[src/rtl/wdt_pkg.sv]
/*
 * wdt_pkg: constants, register map and types for the windowed watchdog.
 * Assumes a 32-bit classic Wishbone slave port and a 200 MHz system clock that is also the gear clock.
 */
// Function
// - counter monitor register reads the live 8-bit up counter value.
// - counter overflow raising an interrupt sets status bit 2.
// - clear attempt outside the clear window while running sets status bit 1.
// - status bit 0 shows whether watchdog operation is enabled.
// - status read clears both cause flags; bits 7..3 read reset values.
// - setting run-enable starts counting; re-enable needs no code write.
// - run-enable becomes 1 when the post-reset warm-up ends.
// - disable needs run-enable cleared then disable code; disable zeroes counter.
// - disable code coinciding with overflow wins; no overflow detected.
// - source clock free-runs, so first overflow may come one tick early.
// - window code 00 accepts a clear at any time.
// - nonzero window: early clear while running raises interrupt, counter keeps counting.
// - overflow-time field picks one of four overflow periods.
// - overflow action bit selects reset or interrupt; interrupt mode keeps counting.
// - counter and prescaler pause during low-power modes and resume afterwards.
// - action bit 0 raises a non-maskable interrupt.
// - each new watchdog interrupt is signalled at once, even back to back.
// - action bit 1 raises a chip reset request.
// - clear code resets the up counter to zero; counting continues.
// - clear code coinciding with overflow wins; no overflow detected.
// - periods are 2^18..2^24 gear or 2^11..2^17 low clock cycles.
// - window, time and action fields locked while run-enable is 1; a control write with bit 0 set still changes them.
// - code port is write-only, reads zero; other codes have no effect.
package wdt_pkg;

	// register indices; byte address is four times the index
	localparam logic [11:0] IDX_CONTROL  = 12'hFD4;
	localparam logic [11:0] IDX_CODE     = 12'hFD5;
	localparam logic [11:0] IDX_COUNTER  = 12'hFD6;
	localparam logic [11:0] IDX_STATUS   = 12'hFD7;

	// control register fields
	localparam int          CTL_EN_BIT   = 0;
	localparam int          CTL_ACT_BIT  = 1;
	localparam int          CTL_TIME_LSB = 2;
	localparam int          CTL_WIN_LSB  = 4;
	localparam logic [1:0]  CTL_TOP_BITS = 2'h2;

	// status register fields
	localparam int          ST_RUN_BIT   = 0;
	localparam int          ST_EARLY_BIT = 1;
	localparam int          ST_OVF_BIT   = 2;
	localparam logic [7:0]  ST_RESET     = 8'h59;

	// control codes
	localparam logic [7:0]  CODE_CLEAR   = 8'h4E;
	localparam logic [7:0]  CODE_DISABLE = 8'hB1;

	// reset values
	localparam logic [7:0]  CNT_RESET    = 8'h00;
	localparam logic [1:0]  WIN_RESET    = 2'h0;
	localparam logic [1:0]  TIME_RESET   = 2'h0;
	localparam logic        ACT_RESET    = 1'b0;

	// clear window starts (counter value at which the window opens)
	localparam logic [7:0]  WIN_START_01 = 8'h80;
	localparam logic [7:0]  WIN_START_10 = 8'hC0;
	localparam logic [7:0]  WIN_START_11 = 8'hE0;
	localparam logic [7:0]  CNT_MAX      = 8'hFF;

	// prescale exponents: counter tick every 2^(base + step*code) source cycles
	localparam int          PRE_W         = 16;
	localparam logic [4:0]  PRE_GEAR_BASE = 5'h0A;
	localparam logic [4:0]  PRE_LOW_BASE  = 5'h03;
	localparam int          CNT_W         = 8;

	// warm-up after reset release, in system clock cycles
	localparam int          WARM_W        = 16;
	localparam int          WARMUP_CYCLES = 16;

	typedef enum logic [2:0] {
		PH_WARM = 3'b001,
		PH_ON   = 3'b010,
		PH_OFF  = 3'b100
	} wdt_phase_e;

endpackage : wdt_pkg

[src/rtl/wdt_tick_if.sv]
/*
 * wdt_tick_if: carrier between the watchdog core and its source-clock prescaler.
 * Assumes both ends share the system clock; no clocking here.
 */
interface wdt_tick_if;
	logic       run;
	logic       use_low;
	logic       low_tick;
	logic [1:0] time_sel;
	logic       tick;

	modport core (output run, output use_low, output low_tick, output time_sel, input tick);
	modport pre  (input run, input use_low, input low_tick, input time_sel, output tick);
endinterface : wdt_tick_if

[src/rtl/wdt_prescaler.sv]
/*
 * wdt_prescaler: free-running divider that makes the up counter's source tick.
 * Assumes low_tick pulses once per low-frequency clock period, synchronous to sys_clk_i.
 */
module wdt_prescaler (
	input  wire logic sys_clk_i,
	input  wire logic rst_n_i,
	wdt_tick_if.pre   tk
);

	typedef struct packed {
		logic [wdt_pkg::PRE_W-1:0] div;
	} wdt_pre_s;

	wdt_pre_s                  s_r;
	wdt_pre_s                  s_nxt;
	logic                      step;
	logic [4:0]                expo;
	logic [wdt_pkg::PRE_W:0]   mask_wide;
	logic [wdt_pkg::PRE_W-1:0] mask;

	always_comb begin
		step      = tk.run && (tk.use_low ? tk.low_tick : 1'b1);
		expo      = (tk.use_low ? wdt_pkg::PRE_LOW_BASE : wdt_pkg::PRE_GEAR_BASE)
		            + {2'h0, tk.time_sel, 1'b0};
		mask_wide = ({{wdt_pkg::PRE_W{1'b0}}, 1'b1} << expo) - 17'h00001;
		mask      = mask_wide[wdt_pkg::PRE_W-1:0];
		tk.tick   = step && ((s_r.div & mask) == mask);
		s_nxt     = s_r;
		if (step) begin
			// never cleared by the core: a free divider gives the early first tick
			s_nxt.div = s_r.div + 16'h0001;
		end
	end

	always_ff @(posedge sys_clk_i) begin
		if (!rst_n_i) begin
			s_r <= '0;
		end else begin
			s_r <= s_nxt;
		end
	end

endmodule : wdt_prescaler

[src/rtl/wdt_top.sv]
/*
 * wdt_top: windowed watchdog with classic Wishbone register access.
 * Assumes the system clock is the gear clock, low_clk_tick_i is a one-cycle pulse per
 * low-frequency clock period, and the outside resets the chip on chip_rst_req_o.
 */
// Implementation choice: the Wishbone register port.
module wdt_top #(
	parameter int ADR_W         = 14,
	parameter int WARMUP_CYCLES = wdt_pkg::WARMUP_CYCLES
) (
	input  wire logic        sys_clk_i,
	input  wire logic        rst_n_i,
	input  wire logic        wb_cyc_i,
	input  wire logic        wb_stb_i,
	input  wire logic        wb_we_i,
	input  wire logic [ADR_W-1:0] wb_adr_i,
	input  wire logic [31:0] wb_dat_i,
	input  wire logic [3:0]  wb_sel_i,
	output logic      [31:0] wb_dat_o,
	output logic             wb_ack_o,
	input  wire logic        low_clk_tick_i,
	input  wire logic        base_prescale_select_i,
	input  wire logic        slow_mode_i,
	input  wire logic        low_power_i,
	output logic             nmi_req_o,
	output logic             chip_rst_req_o
);

	if (ADR_W < 14 || ADR_W > 32) begin : g_chk_adr
		$error("wdt_top: ADR_W must lie in 14..32");
	end
	if (WARMUP_CYCLES < 1 || WARMUP_CYCLES >= (1 << wdt_pkg::WARM_W)) begin : g_chk_warm
		$error("wdt_top: WARMUP_CYCLES out of range");
	end

	localparam logic [wdt_pkg::WARM_W-1:0] WARM_LAST = wdt_pkg::WARM_W'(WARMUP_CYCLES - 1);

	typedef struct packed {
		wdt_pkg::wdt_phase_e           phase;
		logic [wdt_pkg::WARM_W-1:0]    warm;
		logic [wdt_pkg::CNT_W-1:0]     cnt;
		logic                          ctl_en;
		logic                          ctl_act;
		logic [1:0]                    ctl_time;
		logic [1:0]                    ctl_win;
		logic                          flag_ovf;
		logic                          flag_early;
		logic                          ack;
		logic [7:0]                    dat;
		logic                          nmi;
		logic                          rst_req;
	} wdt_state_s;

	localparam wdt_state_s STATE_RESET = '{
		phase:      wdt_pkg::PH_WARM,
		warm:       '0,
		cnt:        wdt_pkg::CNT_RESET,
		ctl_en:     1'b0,
		ctl_act:    wdt_pkg::ACT_RESET,
		ctl_time:   wdt_pkg::TIME_RESET,
		ctl_win:    wdt_pkg::WIN_RESET,
		flag_ovf:   1'b0,
		flag_early: 1'b0,
		ack:        1'b0,
		dat:        8'h00,
		nmi:        1'b0,
		rst_req:    1'b0
	};

	// word index decode, used for every register
	function automatic logic reg_hit(input logic [ADR_W-1:0] adr, input logic [11:0] idx);
		logic [ADR_W-3:0] word;
		word    = adr[ADR_W-1:2];
		reg_hit = (word == (ADR_W-2)'(idx));
	endfunction : reg_hit

	// counter value at which the clear window opens
	function automatic logic [7:0] win_start(input logic [1:0] win);
		logic [7:0] start;
		unique case (win)
			2'h0: start = 8'h00;
			2'h1: start = wdt_pkg::WIN_START_01;
			2'h2: start = wdt_pkg::WIN_START_10;
			2'h3: start = wdt_pkg::WIN_START_11;
		endcase
		win_start = start;
	endfunction : win_start

	wdt_state_s s_r;
	wdt_state_s s_nxt;

	wdt_tick_if tk ();

	wdt_prescaler u_pre (
		.sys_clk_i (sys_clk_i),
		.rst_n_i   (rst_n_i),
		.tk        (tk.pre)
	);

	logic       req;
	logic       commit;
	logic       wr_ctl;
	logic       wr_code;
	logic       rd_status;
	logic [7:0] wbyte;
	logic [7:0] rd_val;
	logic       running;
	logic       cnt_go;
	logic       clr_code;
	logic       in_window;
	logic       clr_ok;
	logic       clr_early;
	logic       dis_ok;
	logic       ovf;
	logic       ctl_free;

	always_comb begin
		// source clock follows gear or low clock; prescaler and counter stop in low power
		tk.run      = !low_power_i;
		tk.use_low  = base_prescale_select_i || slow_mode_i;
		tk.low_tick = low_clk_tick_i;
		tk.time_sel = s_r.ctl_time;
	end

	always_comb begin
		s_nxt         = s_r;
		s_nxt.nmi     = 1'b0;
		s_nxt.rst_req = 1'b0;

		// decoded first: the status read mux below needs it in the same pass
		running = (s_r.phase == wdt_pkg::PH_ON);
		cnt_go  = running && tk.tick;

		// bus: request seen -> ack next cycle; write and read-clear act at the acked edge
		req       = wb_cyc_i && wb_stb_i;
		commit    = req && s_r.ack;
		s_nxt.ack = req && !s_r.ack;
		wbyte     = wb_dat_i[7:0];
		wr_ctl    = commit && wb_we_i && wb_sel_i[0] && reg_hit(wb_adr_i, wdt_pkg::IDX_CONTROL);
		wr_code   = commit && wb_we_i && wb_sel_i[0] && reg_hit(wb_adr_i, wdt_pkg::IDX_CODE);
		rd_status = commit && !wb_we_i && reg_hit(wb_adr_i, wdt_pkg::IDX_STATUS);

		// read mux; unmapped words and the code port read zero
		rd_val = 8'h00;
		if (reg_hit(wb_adr_i, wdt_pkg::IDX_CONTROL)) begin
			rd_val = {wdt_pkg::CTL_TOP_BITS, s_r.ctl_win, s_r.ctl_time, s_r.ctl_act, s_r.ctl_en};
		end else if (reg_hit(wb_adr_i, wdt_pkg::IDX_COUNTER)) begin
			rd_val = s_r.cnt;
		end else if (reg_hit(wb_adr_i, wdt_pkg::IDX_STATUS)) begin
			rd_val = {wdt_pkg::ST_RESET[7:3], s_r.flag_ovf, s_r.flag_early, running};
		end
		if (req && !s_r.ack && !wb_we_i) begin
			s_nxt.dat = rd_val;
		end

		// control codes
		clr_code  = wr_code && (wbyte == wdt_pkg::CODE_CLEAR);
		in_window = (s_r.ctl_win == 2'h0) || (s_r.cnt >= win_start(s_r.ctl_win));
		clr_ok    = clr_code && in_window;
		clr_early = clr_code && !in_window && running;
		dis_ok    = wr_code && (wbyte == wdt_pkg::CODE_DISABLE) && !s_r.ctl_en && running;
		ovf       = cnt_go && (s_r.cnt == wdt_pkg::CNT_MAX) && !clr_ok && !dis_ok;

		// phase sequencing
		unique case (s_r.phase)
			wdt_pkg::PH_WARM: begin
				s_nxt.warm = s_r.warm + 16'h0001;
				if (s_r.warm == WARM_LAST) begin
					s_nxt.phase  = wdt_pkg::PH_ON;
					s_nxt.ctl_en = 1'b1;
				end
			end
			wdt_pkg::PH_ON: begin
				if (dis_ok) begin
					s_nxt.phase = wdt_pkg::PH_OFF;
				end
			end
			wdt_pkg::PH_OFF: begin
				s_nxt.phase = wdt_pkg::PH_OFF;
			end
			default: begin
				s_nxt.phase = wdt_pkg::PH_OFF;
			end
		endcase

		// control register; fields locked while enabled unless this write enables
		ctl_free = !s_r.ctl_en || wbyte[wdt_pkg::CTL_EN_BIT];
		if (wr_ctl) begin
			s_nxt.ctl_en = wbyte[wdt_pkg::CTL_EN_BIT];
			if (ctl_free) begin
				s_nxt.ctl_act  = wbyte[wdt_pkg::CTL_ACT_BIT];
				s_nxt.ctl_time = wbyte[wdt_pkg::CTL_TIME_LSB +: 2];
				s_nxt.ctl_win  = wbyte[wdt_pkg::CTL_WIN_LSB +: 2];
			end
			// re-enable straight from disabled, no code needed
			if (wbyte[wdt_pkg::CTL_EN_BIT] && s_r.phase == wdt_pkg::PH_OFF) begin
				s_nxt.phase = wdt_pkg::PH_ON;
			end
			// the warm-up end forces run-enable on regardless
			if (s_r.phase == wdt_pkg::PH_WARM && s_r.warm == WARM_LAST) begin
				s_nxt.ctl_en = 1'b1;
			end
		end

		// up counter; 8-bit wrap keeps it counting after an interrupt-mode overflow
		if (dis_ok) begin
			s_nxt.cnt = wdt_pkg::CNT_RESET;
		end else if (clr_ok) begin
			s_nxt.cnt = wdt_pkg::CNT_RESET;
		end else if (cnt_go) begin
			s_nxt.cnt = s_r.cnt + 8'h01;
		end

		// read clears only the bits actually returned, so a set in flight is kept
		if (rd_status) begin
			s_nxt.flag_ovf   = s_r.flag_ovf && !s_r.dat[wdt_pkg::ST_OVF_BIT];
			s_nxt.flag_early = s_r.flag_early && !s_r.dat[wdt_pkg::ST_EARLY_BIT];
		end

		// overflow action
		if (ovf) begin
			if (s_r.ctl_act) begin
				s_nxt.rst_req = 1'b1;
			end else begin
				s_nxt.nmi      = 1'b1;
				s_nxt.flag_ovf = 1'b1;
			end
		end
		if (clr_early) begin
			s_nxt.nmi        = 1'b1;
			s_nxt.flag_early = 1'b1;
		end
	end

	always_ff @(posedge sys_clk_i) begin
		if (!rst_n_i) begin
			s_r <= STATE_RESET;
		end else begin
			s_r <= s_nxt;
		end
	end

	assign wb_ack_o       = s_r.ack;
	assign wb_dat_o       = {24'h000000, s_r.dat};
	assign nmi_req_o      = s_r.nmi;
	assign chip_rst_req_o = s_r.rst_req;

endmodule : wdt_top
[config.mk]
export PLATFORM = sky130hd
export DESIGN_NAME = wdt_top
export DESIGN_NICKNAME = d
export VERILOG_FILES = /design/src/rtl/wdt_pkg.sv /design/src/rtl/wdt_tick_if.sv /design/src/rtl/wdt_prescaler.sv /design/src/rtl/wdt_top.sv
export SDC_FILE = /design/constraint.sdc
export NUM_CORES = 1
export LEC_CHECK = 0
export ABC_AREA = 1
export BUFFER_PORTS_ARGS = -buffer_cell sky130_fd_sc_hd__buf_4
export CORE_MARGIN = 4
export CORE_UTILIZATION = 54
export CTS_BUF_LIST = sky130_fd_sc_hd__clkbuf_16
export CTS_CLUSTER_DIAMETER = 200
export DETAILED_ROUTE_END_ITERATION = 12
export PLACE_DENSITY = 0.9
export SYNTH_ARGS = -nofsm -noshare
export SYNTH_HDL_FRONTEND = slang
export SYNTH_SLANG_ARGS = --single-unit
[constraint.sdc]
create_clock -name sys_clk_i -period 2.2 [get_ports sys_clk_i]
set_input_delay 0.44 -clock sys_clk_i [delete_from_list [all_inputs] [get_ports sys_clk_i]]
set_output_delay 0.44 -clock sys_clk_i [all_outputs]
set_load 0.02 [all_outputs]
==> impl_metrics.csv <==
group,metric,value,unit
outcome,status,"finished, final reports clean",
yosys,synth_edf_count,0,
grt,grt_start_max_net_pins,32,
yosys,synth_top_area_share,33.5,%
place,dpl.cell_count,643,
critical_path,worstPathArrival,2.33,ns
place,place_congestion,0.990,
grt,grt.overflow.total,0,
cells_and_area,final_cells,660,
critical_path,reg2reg_depth,13,
critical_path,cp.required,2.45,ns
place,placed_area,4000,um^2
sta,finalHoldViolations,0,
yosys,ys_top_cells_by_area,"dfxtp_1 (34%), nand2_1 (9.0%), inv_1 (7.9%), buf_4 (6.7%), a21oi_1 (6.6%)",
routing,drtIter0Drc,278,
routing,via_per_inst,5.70,
cells_and_area,area_growth,17.2,%
grt,grt_pass1_vias,3571,
cells_and_area,layout-drive-gt1-share,16.6,%
grt,antenna_found_initial,0,
sta,fmax,481,MHz
routing,route.detailed.drc,0,
routing,wl_per_cell,14.4,um
routing,vias,3759,
routing,ant_nets,0,
worst_hold_path,hold_class,"in -> reg",
clock_network,cts_tree,"done",
clock_network,cts_inserted_buffers,9,
place,dpl.hpwl,6660,um
power,power_density,660,nW/um^2
yosys,synth_seq_cells,62,
place,port_buffers,40,
sta,slew_headroom,58.6,%
sta,fin_crit,2.08,ns
cells_and_area,fillCellCount,475,
sta,holdWs,0.380,ns
yosys,synth_common_cells,"nand2_1 (89), inv_1 (78), dfxtp_1 (62), a21oi_1 (49), nor2_1 (42)",
yosys,yosysTopAreaCell,"dfxtp_1",
clock_network,postCtsHoldBufs,0,
cells_and_area,antenna_cells,0,
critical_path,startpoint_type,"flip-flop",
routing,first_pass_iters,7,
die,die_w,90.8,um
clock_network,cts_sinks,62,
worst_hold_path,hold-path-cell-count,3,
yosys,syn_inst,530,
die,rows,29,
sta,period_share,94.5,%
yosys,yosys_most_used_dff,"dfxtp_1",
worst_hold_path,holdPathEnd,"wb_ack_o",
grt,grtUsageTotal,23.0,%
power,power,2.87,mW
yosys,synth-seq-area-share,33.5,%
critical_path,r2r_start,"tk.time_sel[1]",
sta,finalSetupViolCount,0,
critical_path,cp_max_fo,5,
yosys,synth.avg_cell_area,6.99,um^2
flow_run,max-cap-violations,0,
worst_hold_path,hold_path_startpoint,"wb_cyc_i",
power,ir_worst_vdd,554,uV
clock_network,clk_pin_slew_worst_paths,0.05,ns
die,core_area,6490,um^2
yosys,async_flop_share,0,%
die,fp.dieH,90.8,um
die,die_area,8250,um^2
critical_path,timing.rr.end,"s_r[22]",
clock_network,clk_latency,0.33,ns
yosys,yosysUniqueCellTypes,43,
critical_path,regToRegSetupSlack,0.12,ns
clock_network,clock_path_buffers,2,
critical_path,setup.worst_path.class,"reg -> reg",
clock_network,htree_levels,3,
sta,maxSlewViolCount,0,
sta,fin_skew,0.00470,ns
clock_network,cts-root-buf,"clkbuf_16",
cells_and_area,nets,646,
power,leakage,1.84,nW
routing,drt_wl_total,9510,um
critical_path,endpoint_kind,"flip-flop",
yosys,syn_area,3700,um^2
die,ioPinCount,94,
yosys,yosysWarnings,0,
grt,grt_pass1_wl,15600,um
die,initial_core_util,57.0,%
sta,worstMarginPinSlew,0.617,ns
yosys,yosysMostFrequentCell,"nand2_1",
cells_and_area,final_cell_area,4340,um^2
power by group:
part | internal, mW | leakage (nW) | switching (mW)
clock network | 0.974 | 0.159 | 0.493
logic | 0.0848 | 1.18 | 0.157
registers | 1.14 | 0.501 | 0.0160
total | 2.20 | 1.84 | 0.666
state kept, by name, indices dropped and copies added (netlist names):
signal	count
wb_dat_o	8
s_r	33
wb_ack_o	1
tk.time_sel	2
chip_rst_req_o	1
nmi_req_o	1
u_pre.s_r	16
cell type report:
class	instances	area (um^2)	area share (%)
clock buffers	9	225	5.19
clock inverters	7	81.3	1.87
inverters	80	300	6.91
multi-input cells	371	1990	45.8
flip-flops and latches	62	1240	28.6
well taps	77	96.3	2.22
repair buffers	54	409	9.42
critical path, stage by stage (launching register included):
cell and delay, ns:
dfxtp_1 0.34, ha_2 0.31, inv_1 0.13, a21oi_1 0.09
nand2_1 0.10, nand2_1 0.07, nand2_1 0.06, nand2_1 0.06
nor2_1 0.12, nand3_1 0.14, nor2_4 0.17, clkbuf_4 0.21
nand3_2 0.06, a21oi_1 0.15
layout by cell type, fill, tap and decap left out, types with 3 or more instances in the layout:
cell / Yosys / routed
inv_1: 78 / 80
nor3_1: 18 / 18
o21ai_1: 3 / 3
buf_4: 33 / 52
nor4_1: 7 / 7
dfxtp_1: 62 / 62
xor2_1: 6 / 6
o21a_1: 3 / 3
clkbuf_16: 0 / 9
nand4_1: 14 / 14
nor2_2: 4 / 3
ha_1: 9 / 8
o211ai_1: 3 / 3
nand2_1: 89 / 88
nand2_2: 2 / 3
o221ai_1: 4 / 4
a21oi_2: 2 / 3
o21ai_0: 29 / 29
nor2_1: 42 / 42
conb_1: 1 / 24
nand3_1: 32 / 32
nand3_2: 10 / 9
a21oi_1: 49 / 48
worst max path at each step:
stage / startpoint / endpoint / slack [ns] / depth (start not counted)
6_report: tk.time_sel[1] / s_r[22] / 0.12 / 13
5_1_grt: tk.time_sel[1] / s_r[25] / -0.03 / 14
4_1_cts: tk.time_sel[0] / s_r[12] / 0.17 / 15
3_5_place_dp: slow_mode_i / u_pre.s_r[15] / 0.08 / 11
3_3_place_gp: slow_mode_i / nmi_req_o / 0.14 / 13
2_1_floorplan: tk.time_sel[0] / nmi_req_o / 0.29 / 15
metal layers:
layer / global-route usage (%) / vias to the layer above / wire, um
met2: 40.8 / 203 / 4760
met4: 11.7 / 0 / 355
met5: 0 / - / 0
met3: 5.83 / 48 / 792
met1: 25.3 / 1705 / 3600
li1: - / 1803 / -
per-stage QoR:
| stage | utilization, % | setup TNS [ns] | setup slack (ns) |
|---|---|---|---|
| floorplan | - | 0 | 0.289 |
| global placement | 61.6 | 0 | 0.135 |
| detailed placement | 61.6 | 0 | 0.0755 |
| CTS | 66.4 | 0 | 0.168 |
| global route | 66.9 | -0.0726 | -0.0281 |
| finish | 66.9 | 0 | 0.121 |
cells by family after synthesis:
logic type	Yosys count	share of synthesized area, %
AO/OA/AOI/OAI	102	15.3
XOR/XNOR	7	1.65
adder cells (fa/ha/maj)	9	3.04
buffers and inverters	120	15.7
flip-flops	62	33.5
other	1	0.101
AND/OR/NAND/NOR	229	30.7
timing repair:
item                       CTS  global route
buffers inserted             0             0
hold endpoints to repair     0             0
setup endpoints to repair    0            11
resized for setup            0             7
(Power assumes the default switching activity.)
